===== src/pkg/sap_params.svh =====
// Offsets, field positions, reset values and timing counts of the audio port.
// Assumes inclusion by bare name from the package, the checker and the bench.
`ifndef SAP_PARAMS_SVH
`define SAP_PARAMS_SVH

// =====================================================================
// Register indices and byte addresses
// =====================================================================
`define SAP_IDX_CFG 16'hfe60
`define SAP_IDX_LEFT_LO 16'hfe61
`define SAP_IDX_LEFT_HI 16'hfe62
`define SAP_IDX_RIGHT_LO 16'hfe63
`define SAP_IDX_RIGHT_HI 16'hfe64
`define SAP_ADDR_CFG (`SAP_IDX_CFG * 4)
`define SAP_ADDR_LEFT_LO (`SAP_IDX_LEFT_LO * 4)
`define SAP_ADDR_LEFT_HI (`SAP_IDX_LEFT_HI * 4)
`define SAP_ADDR_RIGHT_LO (`SAP_IDX_RIGHT_LO * 4)
`define SAP_ADDR_RIGHT_HI (`SAP_IDX_RIGHT_HI * 4)

// =====================================================================
// Configuration and status fields
// =====================================================================
`define SAP_CFG_WIDTH 14
`define SAP_CFG_RESET 14'h0001
`define SAP_BIT_MASTER 0
`define SAP_BIT_MCK_EN 1
`define SAP_BIT_ENABLE 2
`define SAP_BIT_RATE_LO 3
`define SAP_BIT_RATE_HI 4
`define SAP_BIT_SOURCE 5
`define SAP_BIT_TX_UR 6
`define SAP_BIT_RX_OR 9
`define SAP_BIT_IRQ_EN 12
`define SAP_BIT_WIDE 13

// =====================================================================
// Timing
// =====================================================================
`define SAP_CLK_HZ 20000000
`define SAP_BCK_HZ_BASE 1536000
`define SAP_BCK_HZ_DOUBLE 3072000
`define SAP_BCK_HZ_QUAD 6144000
`define SAP_HALF_BASE (`SAP_CLK_HZ / (2 * `SAP_BCK_HZ_BASE))
`define SAP_HALF_DOUBLE (`SAP_CLK_HZ / (2 * `SAP_BCK_HZ_DOUBLE))
`define SAP_HALF_QUAD (`SAP_CLK_HZ / (2 * `SAP_BCK_HZ_QUAD))
`define SAP_FIFO_DEPTH 8
`define SAP_FIFO_WIDTH 32

`endif


===== src/pkg/sap_pkg.sv =====
// Types shared by the stereo audio port design.
// Assumes the parameter header is on the include path.
`include "sap_params.svh"

package sap_pkg;

   // =================================================================
   // Configuration and status register layout
   // =================================================================
   typedef struct packed {
      logic wide;
      logic irq_en;
      logic rx_rf;
      logic rx_lf;
      logic rx_or;
      logic tx_rf;
      logic tx_lf;
      logic tx_ur;
      logic src;
      logic [1:0] rate;
      logic en;
      logic mck_en;
      logic master;
   } sap_cfg_t;

   // Framing state of the serial link.
   typedef enum logic [1:0] {
      SAP_IDLE,
      SAP_HUNT,
      SAP_RUN
   } sap_link_t;

endpackage : sap_pkg


===== src/sap_port.sv =====
// Stereo serial audio port with APB registers and a sample FIFO.
// Assumes clk_sys at 20 MHz, the link pins asynchronous to it, and a
// rate converter stream that honours valid and ready.
//
// Design decision made here: register access over APB.

// =====================================================================
// Sample FIFO
// =====================================================================
module sap_fifo #(
   parameter int WIDTH = `SAP_FIFO_WIDTH,
   parameter int DEPTH = `SAP_FIFO_DEPTH
) (
   input wire logic clk_sys,
   input wire logic resetn,
   input wire logic [WIDTH-1:0] in_data,
   input wire logic in_valid,
   output logic in_ready,
   output logic [WIDTH-1:0] out_data,
   output logic out_valid,
   input wire logic out_ready
);
   localparam int AW = $clog2(DEPTH);
   logic [WIDTH-1:0] mem [DEPTH];
   logic [AW-1:0] wr_ptr;
   logic [AW-1:0] rd_ptr;
   logic [AW:0] count;
   logic [AW:0] next_count;
   logic push;
   logic pop;

   // Handshakes on both sides.
   assign push = in_valid & in_ready;
   assign pop = out_valid & out_ready;
   assign out_data = mem[rd_ptr];

   // Occupancy after this cycle.
   always_comb begin
      next_count = count;
      if (push & ~pop) begin
         next_count = count + 1'b1;
      end else if (pop & ~push) begin
         next_count = count - 1'b1;
      end
   end

   // Pointers, count and registered full and empty.
   always_ff @(posedge clk_sys or negedge resetn) begin
      if (!resetn) begin
         wr_ptr <= '0;
         rd_ptr <= '0;
         count <= '0;
         in_ready <= 1'b1;
         out_valid <= 1'b0;
      end else begin
         if (push) begin
            wr_ptr <= (wr_ptr == AW'(DEPTH - 1)) ? '0 : wr_ptr + 1'b1;
         end
         if (pop) begin
            rd_ptr <= (rd_ptr == AW'(DEPTH - 1)) ? '0 : rd_ptr + 1'b1;
         end
         count <= next_count;
         in_ready <= (next_count != (AW+1)'(DEPTH));
         out_valid <= (next_count != '0);
      end
   end

   // Storage array.
   always_ff @(posedge clk_sys) begin
      if (push) begin
         mem[wr_ptr] <= in_data;
      end
   end
endmodule : sap_fifo

// =====================================================================
// Audio port top
// =====================================================================
module sap_port
   import sap_pkg::*;
(
   input wire logic clk_sys,
   input wire logic resetn,
   input wire logic psel,
   input wire logic penable,
   input wire logic pwrite,
   input wire logic [31:0] paddr,
   input wire logic [31:0] pwdata,
   output logic [31:0] prdata,
   output logic pready,
   output logic pslverr,
   input wire logic crystal_clock,
   output logic crystal_clock_out,
   input wire logic bck_in,
   output logic bck_out,
   output logic bck_oe,
   input wire logic frm_in,
   output logic frm_out,
   output logic frm_oe,
   output logic dout,
   input wire logic din,
   input wire logic [31:0] filt_data,
   input wire logic filt_valid,
   output logic filt_ready,
   output logic irq
);
   sap_cfg_t cfg;
   sap_link_t link;
   logic [15:0] tx_left_lo, tx_left_hi, tx_right_lo, tx_right_hi;
   logic [31:0] rx_left, rx_right, rx_sh, tx_sh;
   logic bck_s1, bck_s2, bck_s3, frm_s1, frm_s2, frm_prev, din_s1, din_s2;
   logic [3:0] div_cnt;
   logic [3:0] half;
   logic [5:0] pos, next_pos, last, wm1;
   logic rx_armed, mck_gate, is_master, run;
   logic rise, fall, div_hit, copy_l, copy_r, store_l, store_r;
   logic access, wr, rd, setup, sel_cfg, sel_llo, sel_lhi, sel_rlo, sel_rhi;
   logic [31:0] fifo_data, tx_word, word_l, word_r, rx_word;
   logic fifo_valid, fifo_pop;

   // =================================================================
   // APB decode
   // =================================================================
   // Access phase completes in its first cycle, with no wait state.
   assign setup = psel & ~penable;
   assign access = psel & penable & pready;
   assign wr = access & pwrite;
   assign rd = access & ~pwrite;
   // Data registers are reached by both directions.
   // shared data registers
   assign sel_cfg = (paddr == 32'(`SAP_ADDR_CFG));
   assign sel_llo = (paddr == 32'(`SAP_ADDR_LEFT_LO));
   assign sel_lhi = (paddr == 32'(`SAP_ADDR_LEFT_HI));
   assign sel_rlo = (paddr == 32'(`SAP_ADDR_RIGHT_LO));
   assign sel_rhi = (paddr == 32'(`SAP_ADDR_RIGHT_HI));

   // Read data, ready and error are captured in the setup cycle.
   always_ff @(posedge clk_sys or negedge resetn) begin
      if (!resetn) begin
         prdata <= 32'h0;
         pready <= 1'b0;
         pslverr <= 1'b0;
      end else begin
         pready <= setup;
         pslverr <= 1'b0;
         prdata <= 32'h0;
         if (setup) begin
            if (sel_cfg) begin
               prdata <= {18'h0, cfg};
            end else if (sel_llo) begin
               prdata <= {16'h0, rx_left[15:0]};
            end else if (sel_lhi) begin
               prdata <= {16'h0, rx_left[31:16]};
            end else if (sel_rlo) begin
               prdata <= {16'h0, rx_right[15:0]};
            end else if (sel_rhi) begin
               prdata <= {16'h0, rx_right[31:16]};
            end else begin
               pslverr <= 1'b1;
            end
         end
      end
   end

   // Transmit word halves, written at any time.
   always_ff @(posedge clk_sys or negedge resetn) begin
      if (!resetn) begin
         tx_left_lo <= 16'h0;
         tx_left_hi <= 16'h0;
         tx_right_lo <= 16'h0;
         tx_right_hi <= 16'h0;
      end else if (wr) begin
         if (sel_llo) begin
            tx_left_lo <= pwdata[15:0];
         end
         if (sel_lhi) begin
            tx_left_hi <= pwdata[15:0];
         end
         if (sel_rlo) begin
            tx_right_lo <= pwdata[15:0];
         end
         if (sel_rhi) begin
            tx_right_hi <= pwdata[15:0];
         end
      end
   end

   // =================================================================
   // Configuration and status
   // =================================================================
   // Hardware sets come after software clears so that a set wins.
   always_ff @(posedge clk_sys or negedge resetn) begin
      if (!resetn) begin
         cfg <= sap_cfg_t'(`SAP_CFG_RESET);
      end else begin
         if (wr & sel_cfg) begin
            if (!cfg.en) begin
               cfg.wide <= pwdata[`SAP_BIT_WIDE];
               cfg.irq_en <= pwdata[`SAP_BIT_IRQ_EN];
               cfg.src <= pwdata[`SAP_BIT_SOURCE];
               cfg.rate <= pwdata[`SAP_BIT_RATE_HI:`SAP_BIT_RATE_LO];
               cfg.mck_en <= pwdata[`SAP_BIT_MCK_EN];
               cfg.master <= pwdata[`SAP_BIT_MASTER];
            end
            cfg.en <= pwdata[`SAP_BIT_ENABLE];
            if (!pwdata[`SAP_BIT_RX_OR]) begin
               cfg.rx_or <= 1'b0;
            end
            if (!pwdata[`SAP_BIT_TX_UR]) begin
               cfg.tx_ur <= 1'b0;
            end
         end
         if (copy_l & cfg.src) begin
            cfg.tx_lf <= 1'b0;
         end
         if (copy_r & cfg.src) begin
            cfg.tx_rf <= 1'b0;
         end
         if (wr & sel_lhi) begin
            cfg.tx_lf <= 1'b1;
         end
         if (wr & sel_rhi) begin
            cfg.tx_rf <= 1'b1;
         end
         if (cfg.src & ((copy_l & ~cfg.tx_lf) | (copy_r & ~cfg.tx_rf))) begin
            cfg.tx_ur <= 1'b1;
         end
         if (rd & sel_lhi) begin
            cfg.rx_lf <= 1'b0;
         end
         if (rd & sel_rhi) begin
            cfg.rx_rf <= 1'b0;
         end
         if (store_l) begin
            cfg.rx_lf <= 1'b1;
         end
         if (store_r) begin
            cfg.rx_rf <= 1'b1;
         end
         if (store_l & (cfg.rx_lf | cfg.rx_rf)) begin
            cfg.rx_or <= 1'b1;
         end
      end
   end

   // Interrupt request as a registered level.
   always_ff @(posedge clk_sys or negedge resetn) begin
      if (!resetn) begin
         irq <= 1'b0;
      end else begin
         irq <= cfg.irq_en & cfg.en & (cfg.rx_lf | cfg.rx_rf |
                (cfg.src & ~cfg.tx_lf & ~cfg.tx_rf));
      end
   end

   // =================================================================
   // Crystal clock pad
   // =================================================================
   // The gate is a flop so the pad enable is steady between writes.
   always_ff @(posedge clk_sys or negedge resetn) begin
      if (!resetn) begin
         mck_gate <= 1'b0;
      end else begin
         mck_gate <= cfg.mck_en;
      end
   end
   assign crystal_clock_out = crystal_clock & mck_gate;

   // =================================================================
   // Pin synchronisers
   // =================================================================
   // Two flops per pin, a third only for bit clock edge detection.
   always_ff @(posedge clk_sys or negedge resetn) begin
      if (!resetn) begin
         bck_s1 <= 1'b0;
         bck_s2 <= 1'b0;
         bck_s3 <= 1'b0;
         frm_s1 <= 1'b0;
         frm_s2 <= 1'b0;
         din_s1 <= 1'b0;
         din_s2 <= 1'b0;
      end else begin
         bck_s1 <= bck_in;
         bck_s2 <= bck_s1;
         bck_s3 <= bck_s2;
         frm_s1 <= frm_in;
         frm_s2 <= frm_s1;
         din_s1 <= din;
         din_s2 <= din_s1;
      end
   end

   // =================================================================
   // Bit clock generation and edge events
   // =================================================================
   // Filter source forces master operation.
   // role select
   assign is_master = cfg.master | ~cfg.src;
   always_comb begin
      case (cfg.rate)
         2'b01: half = 4'(`SAP_HALF_DOUBLE);
         2'b10: half = 4'(`SAP_HALF_QUAD);
         default: half = 4'(`SAP_HALF_BASE);
      endcase
   end
   assign div_hit = (div_cnt == half - 4'h1);
   assign rise = cfg.en & (is_master ? (div_hit & ~bck_out)
                                     : (bck_s2 & ~bck_s3));
   assign fall = cfg.en & (is_master ? (div_hit & bck_out)
                                     : (~bck_s2 & bck_s3));

   // Divider toggles the bit clock and drives the pins as master.
   always_ff @(posedge clk_sys or negedge resetn) begin
      if (!resetn) begin
         div_cnt <= 4'h0;
         bck_out <= 1'b0;
         bck_oe <= 1'b0;
         frm_oe <= 1'b0;
      end else begin
         bck_oe <= cfg.en & is_master;
         frm_oe <= cfg.en & is_master;
         if (!cfg.en || !is_master) begin
            div_cnt <= 4'h0;
            bck_out <= 1'b0;
         end else if (div_hit) begin
            div_cnt <= 4'h0;
            bck_out <= ~bck_out;
         end else begin
            div_cnt <= div_cnt + 4'h1;
         end
      end
   end

   // =================================================================
   // Frame position
   // =================================================================
   // word size
   assign last = cfg.wide ? 6'd63 : 6'd31;
   assign wm1 = cfg.wide ? 6'd31 : 6'd15;
   assign next_pos = (pos == last) ? 6'd0 : pos + 6'd1;
   assign run = (link == SAP_RUN);

   // Position advances on falling edges; followers resync on frame sync.
   always_ff @(posedge clk_sys or negedge resetn) begin
      if (!resetn) begin
         link <= SAP_IDLE;
         pos <= 6'd0;
         frm_out <= 1'b0;
         frm_prev <= 1'b0;
      end else begin
         case (link)
            SAP_IDLE: begin
               pos <= last;
               frm_out <= 1'b0;
               if (cfg.en) begin
                  link <= is_master ? SAP_RUN : SAP_HUNT;
               end
            end
            default: begin
               if (fall & run) begin
                  pos <= next_pos;
                  // sync leads the word by one bit
                  frm_out <= (next_pos >= wm1) && (next_pos != last);
               end
               if (rise & ~is_master) begin
                  frm_prev <= frm_s2;
                  if (frm_prev & ~frm_s2) begin
                     link <= SAP_RUN;
                     pos <= last;
                  end
               end
               if (!cfg.en) begin
                  link <= SAP_IDLE;
               end
            end
         endcase
      end
   end

   // =================================================================
   // Transmitter
   // =================================================================
   // left copied at frame start
   assign copy_l = fall & run & (next_pos == 6'd0);
   assign copy_r = fall & run & (next_pos == wm1 + 6'd1);
   assign word_l = cfg.wide ? {tx_left_hi, tx_left_lo} : {tx_left_hi, 16'h0};
   assign word_r = cfg.wide ? {tx_right_hi, tx_right_lo}
                            : {tx_right_hi, 16'h0};
   always_comb begin
      tx_word = 32'h0;
      if (cfg.src) begin
         tx_word = copy_l ? word_l : word_r;
      end else if (fifo_valid) begin
         tx_word = fifo_data;
      end
   end
   assign fifo_pop = ~cfg.src & (copy_l | copy_r);

   // Shifter loads at each word start and shifts on falling edges.
   always_ff @(posedge clk_sys or negedge resetn) begin
      if (!resetn) begin
         tx_sh <= 32'h0;
         dout <= 1'b0;
      end else if (!cfg.en) begin
         tx_sh <= 32'h0;
         dout <= 1'b0;
      end else if (copy_l | copy_r) begin
         dout <= tx_word[31];
         tx_sh <= {tx_word[30:0], 1'b0};
      end else if (fall & run) begin
         dout <= tx_sh[31];
         tx_sh <= {tx_sh[30:0], 1'b0};
      end
   end

   sap_fifo #(
      .WIDTH(`SAP_FIFO_WIDTH),
      .DEPTH(`SAP_FIFO_DEPTH)
   ) u_fifo (
      .clk_sys(clk_sys),
      .resetn(resetn),
      .in_data(filt_data),
      .in_valid(filt_valid),
      .in_ready(filt_ready),
      .out_data(fifo_data),
      .out_valid(fifo_valid),
      .out_ready(fifo_pop)
   );

   // =================================================================
   // Receiver
   // =================================================================
   assign store_l = rise & run & (pos == wm1);
   assign store_r = rise & run & rx_armed & (pos == last);
   assign rx_word = cfg.wide ? {rx_sh[30:0], din_s2}
                             : {rx_sh[14:0], din_s2, 16'h0};

   // Data sampled on rising edges, words stored at their last bit.
   always_ff @(posedge clk_sys or negedge resetn) begin
      if (!resetn) begin
         rx_sh <= 32'h0;
         rx_left <= 32'h0;
         rx_right <= 32'h0;
         rx_armed <= 1'b0;
      end else if (!cfg.en) begin
         rx_armed <= 1'b0;
      end else if (rise & run) begin
         rx_sh <= {rx_sh[30:0], din_s2};
         if (store_l) begin
            rx_left <= rx_word;
            rx_armed <= 1'b1;
         end
         if (store_r) begin
            rx_right <= rx_word;
         end
      end
   end
endmodule : sap_port


===== config.mk =====
export PLATFORM = sky130hd
export DESIGN_NAME = sap_port
export DESIGN_NICKNAME = d
export VERILOG_FILES = /design/src/pkg/sap_pkg.sv /design/src/sap_port.sv
export VERILOG_INCLUDE_DIRS = /design/src /design/src/pkg
export SDC_FILE = /design/constraint.sdc
export NUM_CORES = 1
export LEC_CHECK = 0
export BUFFER_PORTS_ARGS = -buffer_cell sky130_fd_sc_hd__buf_4
export CORE_ASPECT_RATIO = 1.75
export CORE_UTILIZATION = 44
export DETAILED_ROUTE_END_ITERATION = 10
export SETUP_SLACK_MARGIN = 0.05
export SLEW_MARGIN = 20
export SYNTH_ARGS = -nofsm -noshare
export SYNTH_HDL_FRONTEND = slang
export SYNTH_SLANG_ARGS = --single-unit

===== constraint.sdc =====
create_clock -name clk_sys -period 10.8 [get_ports clk_sys]
set_input_delay 2.16 -clock clk_sys [delete_from_list [all_inputs] [get_ports clk_sys]]
set_output_delay 2.16 -clock clk_sys [all_outputs]
set_load 0.1 [all_outputs]

==> qor.txt <==
status -> complete, no violations
Synth top area share -> 35.1%
number of global-route vias before repair -> 13.3k
Pleak -> 9.76 nW
# DRC -> 0
routed vias -> 12.7k
Peak VDD IR -> 0.142 mV
most frequent cells in the layout -> edfxtp_1, dfrtp_1, buf_4
Hold-fix buffers, CTS -> 0
Routed Antenna Nets -> 0
crit end category -> primary output
pwr dens -> 174 nW/um2
Crit path max-delay family -> buffers and inverters
Yosys reg bits -> 517
Crit path largest cell delay -> 0.22 ns
Reg-to-Reg Start -> pos[0]$_DFF_PN0_
global route total overflow -> 0
Final Hold Vio Count -> 0
vias per cell -> 5.51
starting density of the core -> 44.7%
Max Root-Sink Buffers -> 3
fin crit period -> 4.79 ns
final worst path period share -> 44.3%
GP Congestion -> 0.806
crit path DAT -> 2.63 ns
Power, Total -> 4.35 mW
GRT Total Usage -> 19.7%
layout cell share with drive strength beyond 1 -> 26.6%
Worst Path Required -> 8.64 ns
IO buf count -> 115
DR pass1 iterations -> 5
Filler cells -> 4,238
CP bufs+invs -> 2
initial DRC count -> 736
Synth area leaders -> edfxtp_1, dfrtp_1, mux4_2, mux2_2, mux2i_1
Slew headroom -> 30.9%
clk_skew -> 0.0307 ns
Gates resized, CTS repair -> 0
Synth-to-Final Area Change -> 13.8%
DRT Wirelength -> 48,800 um
postcts setup bufs -> 0
Synth area leader -> edfxtp_1
largest net degree at the start of global routing -> 124
Post-Syn Area per Cell -> 14.5 um2
Worst Setup EP -> crystal_clock_out
synth unique cells -> 68
CTS Buf Count -> 48
CP Class -> in2out
reg2reg setup slack -> 7.03 ns
dpl cells -> 2,212
RR Endpoint -> tx_sh[5]$_DFFE_PN0P_
initial antenna violation count -> 1
Worst R2R Path Depth -> 9
first-pass GRT wire length -> 76,300 um
CP cell instances -> buf_4 > and2_1 > buf_4
CTS tree -> yes
Synth Instances -> 1,516
Worst Tran Pin Value -> 1.04 ns
crit path max-delay cell type -> buf_4
RSZ-0062 raised after global routing -> false
Post-synth top flop -> dfrtp_1
I/O pins -> 148
Mapped Area -> 21,900 um2
core box area -> 49,000 um2
Post-synth ARST share -> 50.5%
crit-path most repeated cell -> buf_4
drt wl/cell -> 21.2 um
Die Span Y -> 297 um
worst skew pair latency -> 0.58 ns
# setup viols final -> 0
hpwl dp -> 29,800 um
H-Tree Depth -> 2
Fmax -> 209 MHz
Pins Over Slew Limit -> 0
Die Footprint -> 50,800 um2
CP Depth -> 3
type of the worst min-delay path -> reg2reg
Ys Warns -> 0
Layout Cells excl Fill -> 2,298
count of nets after finishing -> 1,727
CTS Root Cell -> clkbuf_16
most common cell after layout, fill and taps aside -> edfxtp_1
number of cell rows -> 107
n_diodes -> 0
number of synthesized flops with an enable pin -> 256
Sum Neg Setup Slack -> 0 ns
Seq/Total Area, Yosys -> 64.9%
crit-path max FO -> 1
Worst setup startpoint -> crystal_clock
Maximum Capacitance Violations -> 0
clock-pin slew on the worst setup and hold paths -> 0.06 ns
element type at the critical path start -> input pin
# clock sinks -> 517
Die Wd -> 171 um
==> worst reg2reg max path, cell delays in order (launching register included) <==
cell,delay [ns]
dfrtp_1,0.54
ha_1,0.41
nand3_1,0.24
nor3_1,0.63
or3_1,0.26
and4_2,0.23
buf_4,0.50
mux2_2,0.44
a311oi_1,0.28
o31ai_1,0.10
==> per-layer routing <==
metal | wire (um) | vias to the layer above | global-route usage, %
met5 | 17 | - | 0
met4 | 1310 | 2 | 6.11
met3 | 2010 | 66 | 3.06
met2 | 26700 | 254 | 36.4
met1 | 18700 | 6528 | 23.0
li1 | - | 5803 | -
==> sequential cells by signal, summed over array words and instances (netlist names), 2 cells and up <==
signal,count
cfg,14
div_cnt,4
link,2
pos,6
prdata,16
rx_left,32
rx_right,32
rx_sh,31
tx_left_hi,16
tx_left_lo,16
tx_right_hi,16
tx_right_lo,16
tx_sh,31
u_fifo.count,4
u_fifo.mem,256
u_fifo.rd_ptr,3
u_fifo.wr_ptr,3
==> cell usage after synthesis, drive strengths merged, types with 9 or more instances <==
| master | number |
|---|---|
| buf | 59 |
| dfrtp | 259 |
| nor2 | 92 |
| mux4 | 64 |
| o31ai | 34 |
| o21ai | 84 |
| and3 | 10 |
| mux2i | 66 |
| nand2 | 98 |
| mux2 | 118 |
| o22ai | 14 |
| nor2b | 19 |
| clkbuf | 57 |
| o221a | 17 |
| a21oi | 28 |
| nor3 | 16 |
| ha | 13 |
| nand2b | 9 |
| a222oi | 14 |
| nand3 | 59 |
| a311oi | 15 |
| edfxtp | 256 |
| inv | 40 |
==> area by class of cell <==
cell class                      count  area, um2  share of cell area, %
Tap cell                          654        818                   3.28
Clock buffer                       71       1390                   5.56
Inverter                           40        150                  0.602
Timing Repair Buffer              143       1080                   4.35
Clock inverter                     15        185                  0.742
Sequential cell                   517      14200                   57.0
Multi-Input combinational cell    858       7100                   28.5
==> power breakdown <==
| part | switching, mW | total [mW] | internal (mW) |
|---|---|---|---|
| clock | 0.724 | 1.69 | 0.964 |
| combinational | 0.258 | 0.374 | 0.116 |
| sequential | 0.0481 | 2.29 | 2.24 |
| total | 1.03 | 4.35 | 3.32 |
==> kinds of logic (layout without fill, tap and decap cells) <==
family | after synthesis | in the layout | synth area share (%)
other | 1 | 16 | 0.0171
adder cells (fa/ha/maj) | 14 | 14 | 0.793
multiplexers | 248 | 248 | 15.6
AND/OR/NAND/NOR | 340 | 340 | 7.32
XOR/XNOR | 12 | 12 | 0.479
buffers and inverters | 156 | 269 | 3.41
flip-flops | 517 | 517 | 64.9
AO/OA/AOI/OAI | 228 | 228 | 7.48
==> worst min-delay path by stage <==
stage | start | slack (ns) | cells after the start | end
floorplan | bck_s1$_DFF_PN0_ | 0.33 | 0 | bck_s2$_DFF_PN0_
global placement | bck_s1$_DFF_PN0_ | 0.33 | 0 | bck_s2$_DFF_PN0_
detailed placement | bck_s1$_DFF_PN0_ | 0.34 | 0 | bck_s2$_DFF_PN0_
CTS | frm_s1$_DFF_PN0_ | 0.34 | 0 | frm_s2$_DFF_PN0_
global route | frm_s1$_DFF_PN0_ | 0.34 | 0 | frm_s2$_DFF_PN0_
finish | frm_s1$_DFF_PN0_ | 0.34 | 0 | frm_s2$_DFF_PN0_
==> through the flow <==
step           hold slack, ns  util [%]  area [um2]  worst slack, ns
3_5_place_dp            0.336      47.7       23400             5.87
4_1_cts                 0.339      50.9       24900             6.01
6_report                0.336      50.9       25000             6.01
3_3_place_gp            0.335      47.7       23400             5.91
5_1_grt                 0.342      50.9       25000             6.00
2_1_floorplan           0.331         -       22000             4.79
Power figures use the tool's default switching activity.
